<file path="config.mk">
export PLATFORM = sky130hd
export DESIGN_NAME = abdac_regs
export DESIGN_NICKNAME = d
export VERILOG_FILES = /design/src/inc/abdac_pkg.sv /design/src/rtl/abdac_regs.sv
export SDC_FILE = /design/constraint.sdc
export NUM_CORES = 2
export LEC_CHECK = 0
export CORE_UTILIZATION = 30
export CTS_BUF_LIST = sky130_fd_sc_hd__clkbuf_4 sky130_fd_sc_hd__clkbuf_8 sky130_fd_sc_hd__clkbuf_16
export CTS_CLUSTER_DIAMETER = 100
export DETAILED_ROUTE_END_ITERATION = 6
export DONT_BUFFER_PORTS = 1
export HOLD_SLACK_MARGIN = 0.15
export REMOVE_ABC_BUFFERS = 1
export SYNTH_ARGS = -nofsm -noshare
export SYNTH_HDL_FRONTEND = slang
export SYNTH_SLANG_ARGS = --single-unit
</file>
<file path="constraint.sdc">
create_clock -name clk_i -period 7.36 [get_ports clk_i]
set_clock_uncertainty 0.2 [all_clocks]
set_input_delay 2.208 -clock clk_i [delete_from_list [all_inputs] [get_ports clk_i]]
set_output_delay 2.208 -clock clk_i [all_outputs]
set_load 0.1 [all_outputs]
</file>
<file path="src/inc/abdac_pkg.sv">
// constants, types and register map of the audio bitstream dac register block
package abdac_pkg;

  // apb geometry
  localparam int unsigned ADDR_W = 8;
  localparam int unsigned DATA_W = 32;

  // register byte offsets
  localparam logic [7:0] OFS_CTRL = 8'h00; // control_word
  localparam logic [7:0] OFS_SD0 = 8'h04; // sample_data_ch0
  localparam logic [7:0] OFS_SD1 = 8'h08; // sample_data_ch1
  localparam logic [7:0] OFS_VOL0 = 8'h0c; // volume_ctrl_ch0
  localparam logic [7:0] OFS_VOL1 = 8'h10; // volume_ctrl_ch1
  localparam logic [7:0] OFS_IEN = 8'h14; // irq_enable_set
  localparam logic [7:0] OFS_IDIS = 8'h18; // irq_disable_clear
  localparam logic [7:0] OFS_IMASK = 8'h1c; // irq_mask_view
  localparam logic [7:0] OFS_STAT = 8'h20; // status_flags
  localparam logic [7:0] OFS_SCLR = 8'h24; // status_clear
  localparam logic [7:0] OFS_PARM = 8'h28; // parameter_info
  localparam logic [7:0] OFS_REV = 8'h2c; // module_revision

  // control_word field positions
  localparam int unsigned CTL_EN_BIT = 0;
  localparam int unsigned CTL_SWAP_BIT = 1;
  localparam int unsigned CTL_ALTUPR_BIT = 3;
  localparam int unsigned CTL_CMOC_BIT = 4;
  localparam int unsigned CTL_MONO_BIT = 5;
  localparam int unsigned CTL_SOFT_RESET_BIT_BIT = 7;
  localparam int unsigned CTL_FMT_LSB = 16;
  localparam int unsigned CTL_FS_LSB = 24;

  // volume fields
  localparam int unsigned VOL_MUTE_BIT = 31;
  localparam int unsigned VOL_W = 15;

  // status / mask bit positions
  localparam int unsigned ST_BUSY_BIT = 0;
  localparam int unsigned ST_TX_READY_FLAG_BIT = 1;
  localparam int unsigned ST_UR_BIT = 2;

  // revision field
  localparam int unsigned REV_W = 12;
  localparam logic [11:0] REV_VALUE = 12'h005; // arbitrary value

  // reset values
  localparam logic [31:0] RST_ZERO = 32'h0000_0000;
  localparam logic [1:0] RST_MASK = 2'h0;

  // cross-domain transfer time, rounded up to whole cycles
  localparam int unsigned CLK_PERIOD_NS = 40;
  localparam int unsigned XFER_TIME_NS = 160;
  localparam int unsigned XFER_CYC =
    (XFER_TIME_NS + CLK_PERIOD_NS - 1) / CLK_PERIOD_NS;

  // data word formats
  localparam logic [2:0] FMT_32 = 3'h0;
  localparam logic [2:0] FMT_24 = 3'h1;
  localparam logic [2:0] FMT_20 = 3'h2;
  localparam logic [2:0] FMT_18 = 3'h3;
  localparam logic [2:0] FMT_16 = 3'h4;
  localparam logic [2:0] FMT_16C = 3'h5;
  localparam logic [2:0] FMT_8 = 3'h6;
  localparam logic [2:0] FMT_8C = 3'h7;

  // configuration toward the conversion path
  typedef struct packed {
    logic [3:0] fs;
    logic [2:0] fmt;
    logic mono;
    logic cmoc;
    logic altupr;
    logic swap;
    logic en;
  } abdac_cfg_s;

  // one channel volume setting
  typedef struct packed {
    logic mute;
    logic [14:0] vol;
  } abdac_vol_s;

  // one stereo frame
  typedef struct packed {
    logic [31:0] ch1;
    logic [31:0] ch0;
  } abdac_frame_s;

  // transfer tracker states
  typedef enum logic [1:0] {
    XF_IDLE = 2'b01,
    XF_BUSY = 2'b10
  } abdac_xf_e;

endpackage

</file>
<file path="src/rtl/abdac_regs.sv">
// apb register block and frame hand-off of the audio bitstream dac
//
// How it works
// - channel 0 mute bit 31 silences it
// - channel 0 scaled by 15-bit volume
// - channel 1 mute bit 31 silences it
// - channel 1 scaled by 15-bit volume
// - enable-set ones set mask bits
// - disable-clear ones clear mask bits
// - zero bits written change nothing
// - mask bit one enables that interrupt
// - underrun flag sticky until reset or clear
// - tx ready shows room for sample
// - busy blocks control and sample writes
// - status clear drops flag and request
// - parameter register reads all zeros
// - revision register returns 12-bit version
// - bus side and conversion side split
// - software reset bit resets whole block
`timescale 1ns/10ps
`default_nettype none

module abdac_regs (
  input wire logic clk_i, // bus clock
  input wire logic rst_i, // sync reset, active high
  input wire logic psel_i, // apb select
  input wire logic penable_i, // apb access phase
  input wire logic pwrite_i, // apb direction, 1 = write
  input wire logic [abdac_pkg::ADDR_W-1:0] paddr_i, // apb byte address
  input wire logic [abdac_pkg::DATA_W-1:0] pwdata_i, // apb write data
  output logic [abdac_pkg::DATA_W-1:0] prdata_o, // apb read data
  output logic pready_o, // apb ready
  output logic pslverr_o, // apb error, unmapped address
  output logic irq_o, // interrupt request level
  input wire logic sample_req_i, // conversion path wants a frame
  output abdac_pkg::abdac_cfg_s cfg_o, // configuration to datapath
  output abdac_pkg::abdac_frame_s frame_o, // scaled frame
  output logic frame_valid_o // one-cycle frame strobe
);
  import abdac_pkg::*;

  // sign-extend a right-justified sample of the given format
  function automatic logic [31:0] align(input logic [31:0] raw,
                                        input logic [2:0] fmt,
                                        input logic upper);
    logic [31:0] r;
    r = raw;
    case (fmt)
      FMT_24: r = {{8{raw[23]}}, raw[23:0]};
      FMT_20: r = {{12{raw[19]}}, raw[19:0]};
      FMT_18: r = {{14{raw[17]}}, raw[17:0]};
      FMT_16: r = {{16{raw[15]}}, raw[15:0]};
      FMT_16C: begin
        if (upper) begin
          r = {{16{raw[31]}}, raw[31:16]};
        end else begin
          r = {{16{raw[15]}}, raw[15:0]};
        end
      end
      FMT_8: r = {{24{raw[7]}}, raw[7:0]};
      FMT_8C: begin
        if (upper) begin
          r = {{24{raw[15]}}, raw[15:8]};
        end else begin
          r = {{24{raw[7]}}, raw[7:0]};
        end
      end
      default: r = raw;
    endcase
    return r;
  endfunction

  // apply mute and volume; full scale volume is just under unity
  function automatic logic [31:0] scale(input logic [31:0] s,
                                        input abdac_vol_s v);
    logic signed [47:0] p;
    p = 48'($signed(s)) * 48'($signed({1'b0, v.vol}));
    if (v.mute) begin
      return RST_ZERO;
    end
    return p[46:15];
  endfunction

  // soft reset folds into the block reset for one cycle
  logic soft_rst_q; // software reset pulse
  logic blk_rst; // hardware or software reset
  assign blk_rst = rst_i | soft_rst_q;

  // apb phase decode
  logic setup_rd; // read setup cycle
  logic acc; // access completes this edge
  logic wr; // write takes effect this edge
  logic mapped; // address hits a register
  logic busy; // cross-domain transfer running

  // zero wait states: every access completes in its first access cycle
  assign pready_o = 1'b1;
  assign setup_rd = psel_i & ~penable_i & ~pwrite_i;
  assign acc = psel_i & penable_i;
  assign wr = acc & pwrite_i & mapped;
  assign mapped = (paddr_i[1:0] == 2'h0) && (paddr_i <= OFS_REV);
  assign pslverr_o = acc & ~mapped;

  // per-register write strobes
  logic wr_ctrl, wr_sd0, wr_sd1; // blocked while busy
  logic wr_ien, wr_idis, wr_sclr; // set/clear strobes
  assign wr_ctrl = wr && paddr_i == OFS_CTRL && !busy;
  assign wr_sd0 = wr && paddr_i == OFS_SD0 && !busy;
  assign wr_sd1 = wr && paddr_i == OFS_SD1 && !busy;
  assign wr_ien = wr && paddr_i == OFS_IEN;
  assign wr_idis = wr && paddr_i == OFS_IDIS;
  assign wr_sclr = wr && paddr_i == OFS_SCLR;

  // software reset is taken even while busy so a hung transfer can be
  // recovered; its own flop only answers to the pin reset
  always_ff @(posedge clk_i) begin
    if (rst_i) begin
      soft_rst_q <= 1'b0;
    end else begin
      soft_rst_q <= wr && paddr_i == OFS_CTRL
                    && pwdata_i[CTL_SOFT_RESET_BIT_BIT];
    end
  end

  // control word
  abdac_cfg_s cfg_q; // live configuration
  always_ff @(posedge clk_i) begin
    if (blk_rst) begin
      cfg_q <= '0;
    end else if (wr_ctrl) begin
      cfg_q.en <= pwdata_i[CTL_EN_BIT];
      cfg_q.swap <= pwdata_i[CTL_SWAP_BIT];
      cfg_q.altupr <= pwdata_i[CTL_ALTUPR_BIT];
      cfg_q.cmoc <= pwdata_i[CTL_CMOC_BIT];
      cfg_q.mono <= pwdata_i[CTL_MONO_BIT];
      cfg_q.fmt <= pwdata_i[CTL_FMT_LSB +: 3];
      cfg_q.fs <= pwdata_i[CTL_FS_LSB +: 4];
    end
  end
  assign cfg_o = cfg_q;

  // sample holding registers; data is stored as written
  logic [31:0] sd0_q, sd1_q; // raw sample words
  always_ff @(posedge clk_i) begin
    if (blk_rst) begin
      sd0_q <= RST_ZERO;
      sd1_q <= RST_ZERO;
    end else begin
      if (wr_sd0) begin
        sd0_q <= pwdata_i;
      end
      if (wr_sd1) begin
        sd1_q <= pwdata_i;
      end
    end
  end

  // volume registers for both channels
  abdac_vol_s vol_q [2]; // mute and gain per channel
  genvar gc;
  generate
    for (gc = 0; gc < 2; gc++) begin : g_vol
      always_ff @(posedge clk_i) begin
        if (blk_rst) begin
          vol_q[gc] <= '0;
        end else if (wr && paddr_i == (gc == 0 ? OFS_VOL0 : OFS_VOL1)) begin
          vol_q[gc].mute <= pwdata_i[VOL_MUTE_BIT];
          vol_q[gc].vol <= pwdata_i[VOL_W-1:0];
        end
      end
    end
  endgenerate

  // transfer tracker: each accepted control or sample write is carried to
  // the conversion side, which holds busy for a fixed number of cycles
  abdac_xf_e xf_q; // tracker state
  logic [2:0] xf_cnt_q; // cycles left in transfer
  always_ff @(posedge clk_i) begin
    if (blk_rst) begin
      xf_q <= XF_IDLE;
      xf_cnt_q <= 3'h0;
    end else begin
      case (xf_q)
        XF_IDLE: begin
          if (wr_ctrl || wr_sd0 || wr_sd1) begin
            xf_q <= XF_BUSY;
            xf_cnt_q <= 3'(XFER_CYC - 1);
          end
        end
        XF_BUSY: begin
          if (xf_cnt_q == 3'h0) begin
            xf_q <= XF_IDLE;
          end else begin
            xf_cnt_q <= xf_cnt_q - 3'h1;
          end
        end
        default: begin
          xf_q <= XF_IDLE;
        end
      endcase
    end
  end
  assign busy = (xf_q == XF_BUSY);

  // frame pending: a write to channel 0 commits the frame, so software
  // writes channel 1 first
  logic pend_q; // frame waiting for conversion side
  logic take; // conversion side takes the frame
  logic starve; // request finds nothing
  assign take = sample_req_i & cfg_q.en & pend_q & ~busy;
  assign starve = sample_req_i & cfg_q.en & ~pend_q;
  always_ff @(posedge clk_i) begin
    if (blk_rst) begin
      pend_q <= 1'b0;
    end else if (wr_sd0) begin
      pend_q <= 1'b1; // new frame outranks the take
    end else if (take) begin
      pend_q <= 1'b0;
    end
  end

  // build and deliver the frame on the bus clock; the conversion path
  // sees it through sample_req_i and frame_valid_o
  logic [31:0] al0, al1; // aligned samples
  logic [31:0] sc0, sc1; // scaled samples
  always_comb begin
    al0 = align(sd0_q, cfg_q.fmt, 1'b0);
    if (cfg_q.fmt == FMT_16C || cfg_q.fmt == FMT_8C) begin
      al1 = align(sd0_q, cfg_q.fmt, 1'b1);
    end else begin
      al1 = align(sd1_q, cfg_q.fmt, 1'b0);
    end
    if (cfg_q.mono) begin
      al1 = al0; // channel 0 on both outputs
    end
    sc0 = scale(al0, vol_q[0]);
    sc1 = scale(al1, vol_q[1]);
  end

  // frame register toward the conversion side
  abdac_frame_s frame_q; // delivered frame
  logic fval_q; // delivery strobe
  always_ff @(posedge clk_i) begin
    if (blk_rst) begin
      frame_q <= '0;
      fval_q <= 1'b0;
    end else begin
      fval_q <= take;
      if (take) begin
        if (cfg_q.swap) begin
          frame_q.ch0 <= sc1;
          frame_q.ch1 <= sc0;
        end else begin
          frame_q.ch0 <= sc0;
          frame_q.ch1 <= sc1;
        end
      end
    end
  end
  assign frame_o = frame_q;
  assign frame_valid_o = fval_q;

  // ready level: room for a new frame and no transfer in flight
  logic tx_ready_flag; // live ready level
  assign tx_ready_flag = ~pend_q & ~busy;

  // sticky flags; a new event wins over a clear in the same cycle
  logic ur_q; // underrun flag
  logic rdy_evt_q; // ready interrupt latch
  always_ff @(posedge clk_i) begin
    if (blk_rst) begin
      ur_q <= 1'b0;
      rdy_evt_q <= 1'b0;
    end else begin
      if (starve) begin
        ur_q <= 1'b1;
      end else if (wr_sclr && pwdata_i[ST_UR_BIT]) begin
        ur_q <= 1'b0;
      end
      if (take) begin
        rdy_evt_q <= 1'b1;
      end else if (wr_sclr && pwdata_i[ST_TX_READY_FLAG_BIT]) begin
        rdy_evt_q <= 1'b0;
      end
    end
  end

  // interrupt mask, bit 1 = underrun, bit 0 = ready; set wins over clear
  logic [1:0] mask_q; // {underrun, ready}
  always_ff @(posedge clk_i) begin
    if (blk_rst) begin
      mask_q <= RST_MASK;
    end else begin
      if (wr_ien && pwdata_i[ST_UR_BIT]) begin
        mask_q[1] <= 1'b1;
      end else if (wr_idis && pwdata_i[ST_UR_BIT]) begin
        mask_q[1] <= 1'b0;
      end
      if (wr_ien && pwdata_i[ST_TX_READY_FLAG_BIT]) begin
        mask_q[0] <= 1'b1;
      end else if (wr_idis && pwdata_i[ST_TX_READY_FLAG_BIT]) begin
        mask_q[0] <= 1'b0;
      end
    end
  end

  // interrupt request level
  assign irq_o = (ur_q & mask_q[1]) | (rdy_evt_q & mask_q[0]);

  // read mux; write-only and reserved registers return zero
  logic [31:0] rd_d; // value for the current address
  always_comb begin
    rd_d = RST_ZERO;
    case (paddr_i)
      OFS_CTRL: begin
        rd_d[CTL_EN_BIT] = cfg_q.en;
        rd_d[CTL_SWAP_BIT] = cfg_q.swap;
        rd_d[CTL_ALTUPR_BIT] = cfg_q.altupr;
        rd_d[CTL_CMOC_BIT] = cfg_q.cmoc;
        rd_d[CTL_MONO_BIT] = cfg_q.mono;
        rd_d[CTL_FMT_LSB +: 3] = cfg_q.fmt;
        rd_d[CTL_FS_LSB +: 4] = cfg_q.fs;
      end
      OFS_SD0: rd_d = sd0_q;
      OFS_SD1: rd_d = sd1_q;
      OFS_VOL0: begin
        rd_d[VOL_MUTE_BIT] = vol_q[0].mute;
        rd_d[VOL_W-1:0] = vol_q[0].vol;
      end
      OFS_VOL1: begin
        rd_d[VOL_MUTE_BIT] = vol_q[1].mute;
        rd_d[VOL_W-1:0] = vol_q[1].vol;
      end
      OFS_IMASK: begin
        rd_d[ST_UR_BIT] = mask_q[1];
        rd_d[ST_TX_READY_FLAG_BIT] = mask_q[0];
      end
      OFS_STAT: begin
        rd_d[ST_UR_BIT] = ur_q;
        rd_d[ST_TX_READY_FLAG_BIT] = tx_ready_flag;
        rd_d[ST_BUSY_BIT] = busy;
      end
      OFS_PARM: rd_d = RST_ZERO;
      OFS_REV: rd_d[REV_W-1:0] = REV_VALUE;
      default: rd_d = RST_ZERO;
    endcase
  end

  // read data is captured in the setup cycle and held through access
  logic [31:0] prdata_q; // registered read data
  always_ff @(posedge clk_i) begin
    if (blk_rst) begin
      prdata_q <= RST_ZERO;
    end else if (setup_rd) begin
      prdata_q <= rd_d;
    end
  end
  assign prdata_o = prdata_q;

endmodule

`default_nettype wire

</file>
* Word level (Yosys, flattened, before mapping)
Memory sizes are Yosys's and may differ from the RTL's.
Index checks and enable logic that the tools add are counted.
** Operators by class
- Add/subtract/negate cells :: 1
- Multiply operators :: 2
- Magnitude comparators :: 1
- Equality and inequality tests :: 22
- Multiplexer cells :: 52
- Bitwise logic cells :: 24
- Reductions and logical operators :: 36
** Operators by type and width (count)
- one-hot mux 32 bit (5 select lines) :: 2
- one-hot mux 32 bit (7 select lines) :: 1
- two-way mux 32 bit :: 6
- multiplier 32 x 16 -> 47 bit :: 2
- two-way mux 64 bit :: 1
- == test 8 x 5 -> 1 bit (second input constant) :: 4
- two-way mux 15 bit :: 2
- == test 8 x 6 -> 1 bit (second input constant) :: 3
- one-hot mux 6 bit (4 select lines) :: 1
- two-way mux 1 bit :: 22
- one-hot mux 1 bit (7 select lines) :: 3
- logical AND 1 bit :: 19
- == test 8 x 4 -> 1 bit (second input constant) :: 2
- one-hot mux 3 bit (5 select lines) :: 1
- AND 1 bit :: 13
- == test 3 bit (second input constant) :: 4
- one-hot mux 3 bit (2 select lines) :: 2
- one-hot mux 3 bit (4 select lines) :: 1
- one-hot mux 4 bit (3 select lines) :: 1
- nonzero test 2 bit :: 6
- one-hot mux 5 bit (2 select lines) :: 1
- one-hot mux 3 bit (3 select lines) :: 1
- == test 8 x 3 -> 1 bit (second input constant) :: 1
- less-or-equal comparator 8 x 6 -> 1 bit (second input constant) :: 1
- other kinds (22) :: 38
** Word-level totals
- Bits in registers :: 184
- Bits in writable memories :: 32
- Output and inout port bits :: 112
- Word-level logic and storage cells :: 160
- Memories kept :: 1
** Memory list
- vol_q :: depth 2, width 16, rd ports 2, clocked after memory_dff 0, write ports 2, RTL line abdac_regs.sv:159 : abdac_vol_s vol_q [2];

* Depth between registers and ports, before layout
- Word-level depth :: 9
- Depth in mapped cells :: 33

* Worst setup path before layout
Ideal clock, no wire load.
- Path type :: flip-flop to flip-flop
- Start :: register cfg_q (netlist bit cfg_o[6])
- End :: register frame_q (netlist bit frame_o[30])
- Setup time :: 0.131 ns
- Arrival :: 8.162 ns
- Required time :: 7.029 ns
- Path slack :: -1.133 ns
- Cell stages (with the launch flop) :: 30
- Buffers on the path :: 3
- Path through :: dfxtp_1 -> buf_4 -> buf_1 -> nand3_1 -> nand2_1 -> a21oi_1 -> o31ai_1 -> clkbuf_1 -> nand2_1 -> fa_1 -> fa_1 -> fa_1 -> inv_1 -> fa_1 -> fa_1 -> inv_1 -> fa_1 -> inv_1 -> ha_1 -> nand2_1 -> o21ai_1 -> nor4b_4 -> a211oi_2 -> o41ai_2 -> nand2_2 -> a211oi_2 -> o21bai_1 -> xor2_1 -> a221oi_1 -> nor3_2
** On the way
- Word-level cells in the longest chain between the ends :: 8
- Elaborated cells on any way between the ends :: 20
- Those cells by class :: mul (2); eq/ne (7); mux (8); reduce/logical (3)
** Ends and longest elaborated chain
- start, declared :: RTL line abdac_regs.sv:126 : abdac_cfg_s cfg_q;
- == test 3 bit (on tied branches) :: RTL line abdac_regs.sv:48, abdac_regs.sv:228
- OR reduction 2 bit (no source line)
- one-hot mux 32 bit (5 select lines) :: RTL line abdac_regs.sv:48 : case (fmt)
- two-way mux 32 bit :: RTL line abdac_regs.sv:228 : if (cfg_q.fmt == FMT_16C || cfg_q.fmt == FMT_8C) begin
- two-way mux 32 bit :: RTL line abdac_regs.sv:233 : if (cfg_q.mono) begin
- multiplier 32 x 16 -> 47 bit :: RTL line abdac_regs.sv:77 : p = 48'($signed(s)) * 48'($signed({1'b0, v.vol}));
- two-way mux 32 bit :: RTL line abdac_regs.sv:81 : return p[46:15];
- two-way mux 64 bit * :: RTL line abdac_regs.sv:250 : if (cfg_q.swap) begin
- end, declared :: RTL line abdac_regs.sv:241 : abdac_frame_s frame_q;
Mark *: on every way between the ends. The rest lies on a longest branch, timed or not.
A chain may end at the register's enable or synchronous reset.

* Final worst setup path
- Start :: register cfg_q (netlist bit cfg_o[5])
- End :: register frame_q (netlist bit frame_o[62])
The elaborated chain is that of the path after synthesis.

==> qor.csv <==
stage,metric,value,unit
timing,fin crit share,103.1,%
cts,"Clk Latency, worst-skew pair",0.61,ns
synth,"Seq/Total Area, Yosys",11.00,%
synth,Yosys warnings,0,
timing,post-layout minimum cycle time,7.589,ns
die,Rows,137,
flow_run,Max-Cap Viols,0,
pwr,pwr dens,59.70,mW/mm2
synth,synthesized instance count,4827,
run_status,violated checks,negative setup slack,
cts,TritonCTS buffer count,29,
synth,Post-synth EDFFs,32,
timing,Slew @ Worst Pin,1.295,ns
cts,CTS tree,yes,
die,Starting Density,30.26,%
pwr,Leakage,24.46,nW
synth,Post-synth top flop,dfxtp_1,
synth,"FFs w/ async S/R, synth",0,%
pwr,overall power,3.092,mW
worst_hold_path,Hold/Removal Path Class,reg -> reg,
grt,pin count of the biggest net entering global routing,73,
final_layout,area delta synth->final,22.69,%
place,IO buf count,0,
grt,initial antenna violation count,10,
place,pre-CTS setup slack,-0.5722,ns
setup_path,Crit Path Category,reg -> reg,
timing,hold slack,0.2710,ns
timing,final hold violation count,0,
place,GPL Wtd Cong,0.9621,
synth,post-synth cell types,86,
drt,"wirelength, routed",142100,um
synth,"count leader, synth",inv_1,
drt,Iter 0 DRT Violations,2609,
synth,Compound-Gate Fraction of Synth Area,9.641,%
setup_path,startpoint types,flip-flop,
die,Die Area,0.1422,mm2
pwr,Worst VDD drop,0.0001641,V
place,DP Wirelength,115600,um
setup_path,crit-path max cell delay,0.55,ns
synth,most instantiated cells after synthesis,"inv_1, fa_1, nand2_1",
synth,mux contribution to synthesized area,0.4297,%
setup_path,crit end category,flip-flop,
die,Die Wd,377.1,um
final_layout,final non-filler cell total,7117,
synth,largest family of logic cells by synthesized area,adder cells,
grt,total grt overflow,0,
setup_path,CP Data Required Time,7.71,ns
grt,total track usage,20.36,%
drt,drt drc,0,
cts,CTS Hold Bufs,0,
final_layout,layout cells sized above 1,19.01,%
drt,post-route ant nets,0,
timing,Setup TNS,-3.846,ns
synth,Post-Synth Simple-Gate Area,17.22,%
timing,final worst slack,-0.2292,ns
cts,Root Buffer,clkbuf_16,
synth,Adder-Cell Fraction of Synth Area,48.95,%
synth,Synth Cell Area,0.04222,mm2
setup_path,"Slowest-stage cell, CP",fa_1,
synth,synth top area cells,"fa_1, dfxtp_1, inv_1, nand2_1, and2_1",
drt,DR vias,34710,
die,IO Pins,158,
timing,Setup-failing EPs final,39,
timing,RSZ-0062 raised after global routing,yes,
grt,first-pass GRT wire length,222100,um
cts,clk buf depth,3,
drt,Wirelength per Cell,19.97,um
setup_path,CP Max Fanout,9,
worst_hold_path,Hold Crit Depth,1,
grt,vias in the first global route,37470,
synth,Synth top area share,42.49,%
timing,Slew Limit Headroom,13.38,%
drt,TritonRoute pass-1 iters,5,
final_layout,Layout Nets,6377,
die,Die Ht,377.1,um
cts,clock transition at the registers of the reported paths,0.07,ns
setup_path,CP arrival,7.94,ns
timing,final slew viol count,0,
synth,synthesized area per cell,8.746,um2
synth,cell accounting for the most synthesized area,fa_1,
timing,fmax,131.8,MHz
setup_path,R2R depth,30,
place,Placed Cells incl. Taps,6992,
setup_path,"Top cell by count, worst path",fa_1,
cts,CTS H-tree depth,1,
run_status,status,"complete, but fails checks",
synth,Seq cells post-synth,216,
die,core area,0.1395,mm2
synth,Synth Area in XOR/XNOR,1.743,%
drt,Vias per Instance,4.877,
cts,Clock Sinks,216,
-- cells in the final DEF, fill, tap and decap left out, drive strengths merged, types with 100 or more instances in the layout --
| cell type | count |
|---|---|
| fa | 896 |
| a21oi | 225 |
| nor2 | 157 |
| nand2 | 797 |
| and2 | 456 |
| inv | 973 |
| dfxtp | 184 |
| ha | 218 |
| o21ai | 100 |
| buf | 623 |
-- final timing paths --
path / start / endpoint / slack [ns]
setup / recovery: cfg_o[5] / frame_o[62] / -0.23
hold / removal: xf_cnt_q[0] / xf_cnt_q[0] / 0.27
setup reg to reg: cfg_o[5] / frame_o[62] / -0.23
hold reg to reg: xf_cnt_q[0] / xf_cnt_q[0] / 0.27
-- final cells by class --
cell class,count,area (um2)
Sequential cell,216,4656
Multi-Input combinational cell,3378,34820
Clock buffer,34,775.7
Timing Repair Buffer,624,5268
Tap cell,1876,2347
Inverter,968,3633
Antenna cell,2,5.005
Fill cell,14070,87730
Clock inverter,19,289.0
-- flip-flops by register name (all words and copies together) (netlist names) --
name	count
cfg_o	12
frame_valid_o	1
xf_cnt_q	3
frame_o	64
sd1_q	32
prdata_o	32
rdy_evt_q	1
xf_q	2
sd0_q	32
ur_q	1
soft_rst_q	1
vol_q	32
mask_q	2
pend_q	1
-- power breakdown --
group | switching [mW] | leakage [nW] | internal [mW]
clock network | 0.624 | 0.525 | 0.975
logic | 0.177 | 22.1 | 0.0488
registers | 0.0558 | 1.79 | 1.21
total | 0.857 | 24.5 | 2.23
-- stage by stage --
| stage | utilization (%) | area (um2) |
|---|---|---|
| 2_1_floorplan | - | 41200 |
| 3_3_place_gp | 34.47 | 48100 |
| 3_5_place_dp | 34.47 | 48100 |
| 4_1_cts | 36.42 | 50810 |
| 5_1_grt | 37.12 | 51790 |
| 6_report | 37.12 | 51800 |
-- logic make-up after synthesis --
family | Yosys count
buffers and inverters | 1233
AO/OA/AOI/OAI | 615
multiplexers | 18
XOR/XNOR | 84
flip-flops | 216
AND/OR/NAND/NOR | 1546
other | 1
adder cells (fa/ha/maj) | 1114
-- worst max-delay path, delay by kind of cell (launching register included) --
family | cells | cell delay, ns
buf+inv | 9 | 1.02
flops | 1 | 0.33
compound gates | 6 | 1.22
simple gates | 6 | 0.99
mux | 1 | 0.18
fa+ha+maj | 7 | 3.28
xor+xnor | 1 | 0.29
-- what timing repair did --
| item | 4_1_cts | 5_1_grt |
|---|---|---|
| endpoints found under the setup margin | 55 | 60 |
| gates cloned | 3 | 1 |
| pin swaps | 134 | 93 |
| gates resized for setup | 245 | 180 |
| buffers inserted | 51 | 23 |
-- metal layers --
metal	up-vias	routed length, um	track usage (%)
met5	-	90	0
met4	12	4133	5.614
met3	229	13370	4.654
met2	1233	65490	33.23
met1	17820	59040	26.88
li1	15420	-	-
No activity file was read; power rests on OpenSTA's default activity.
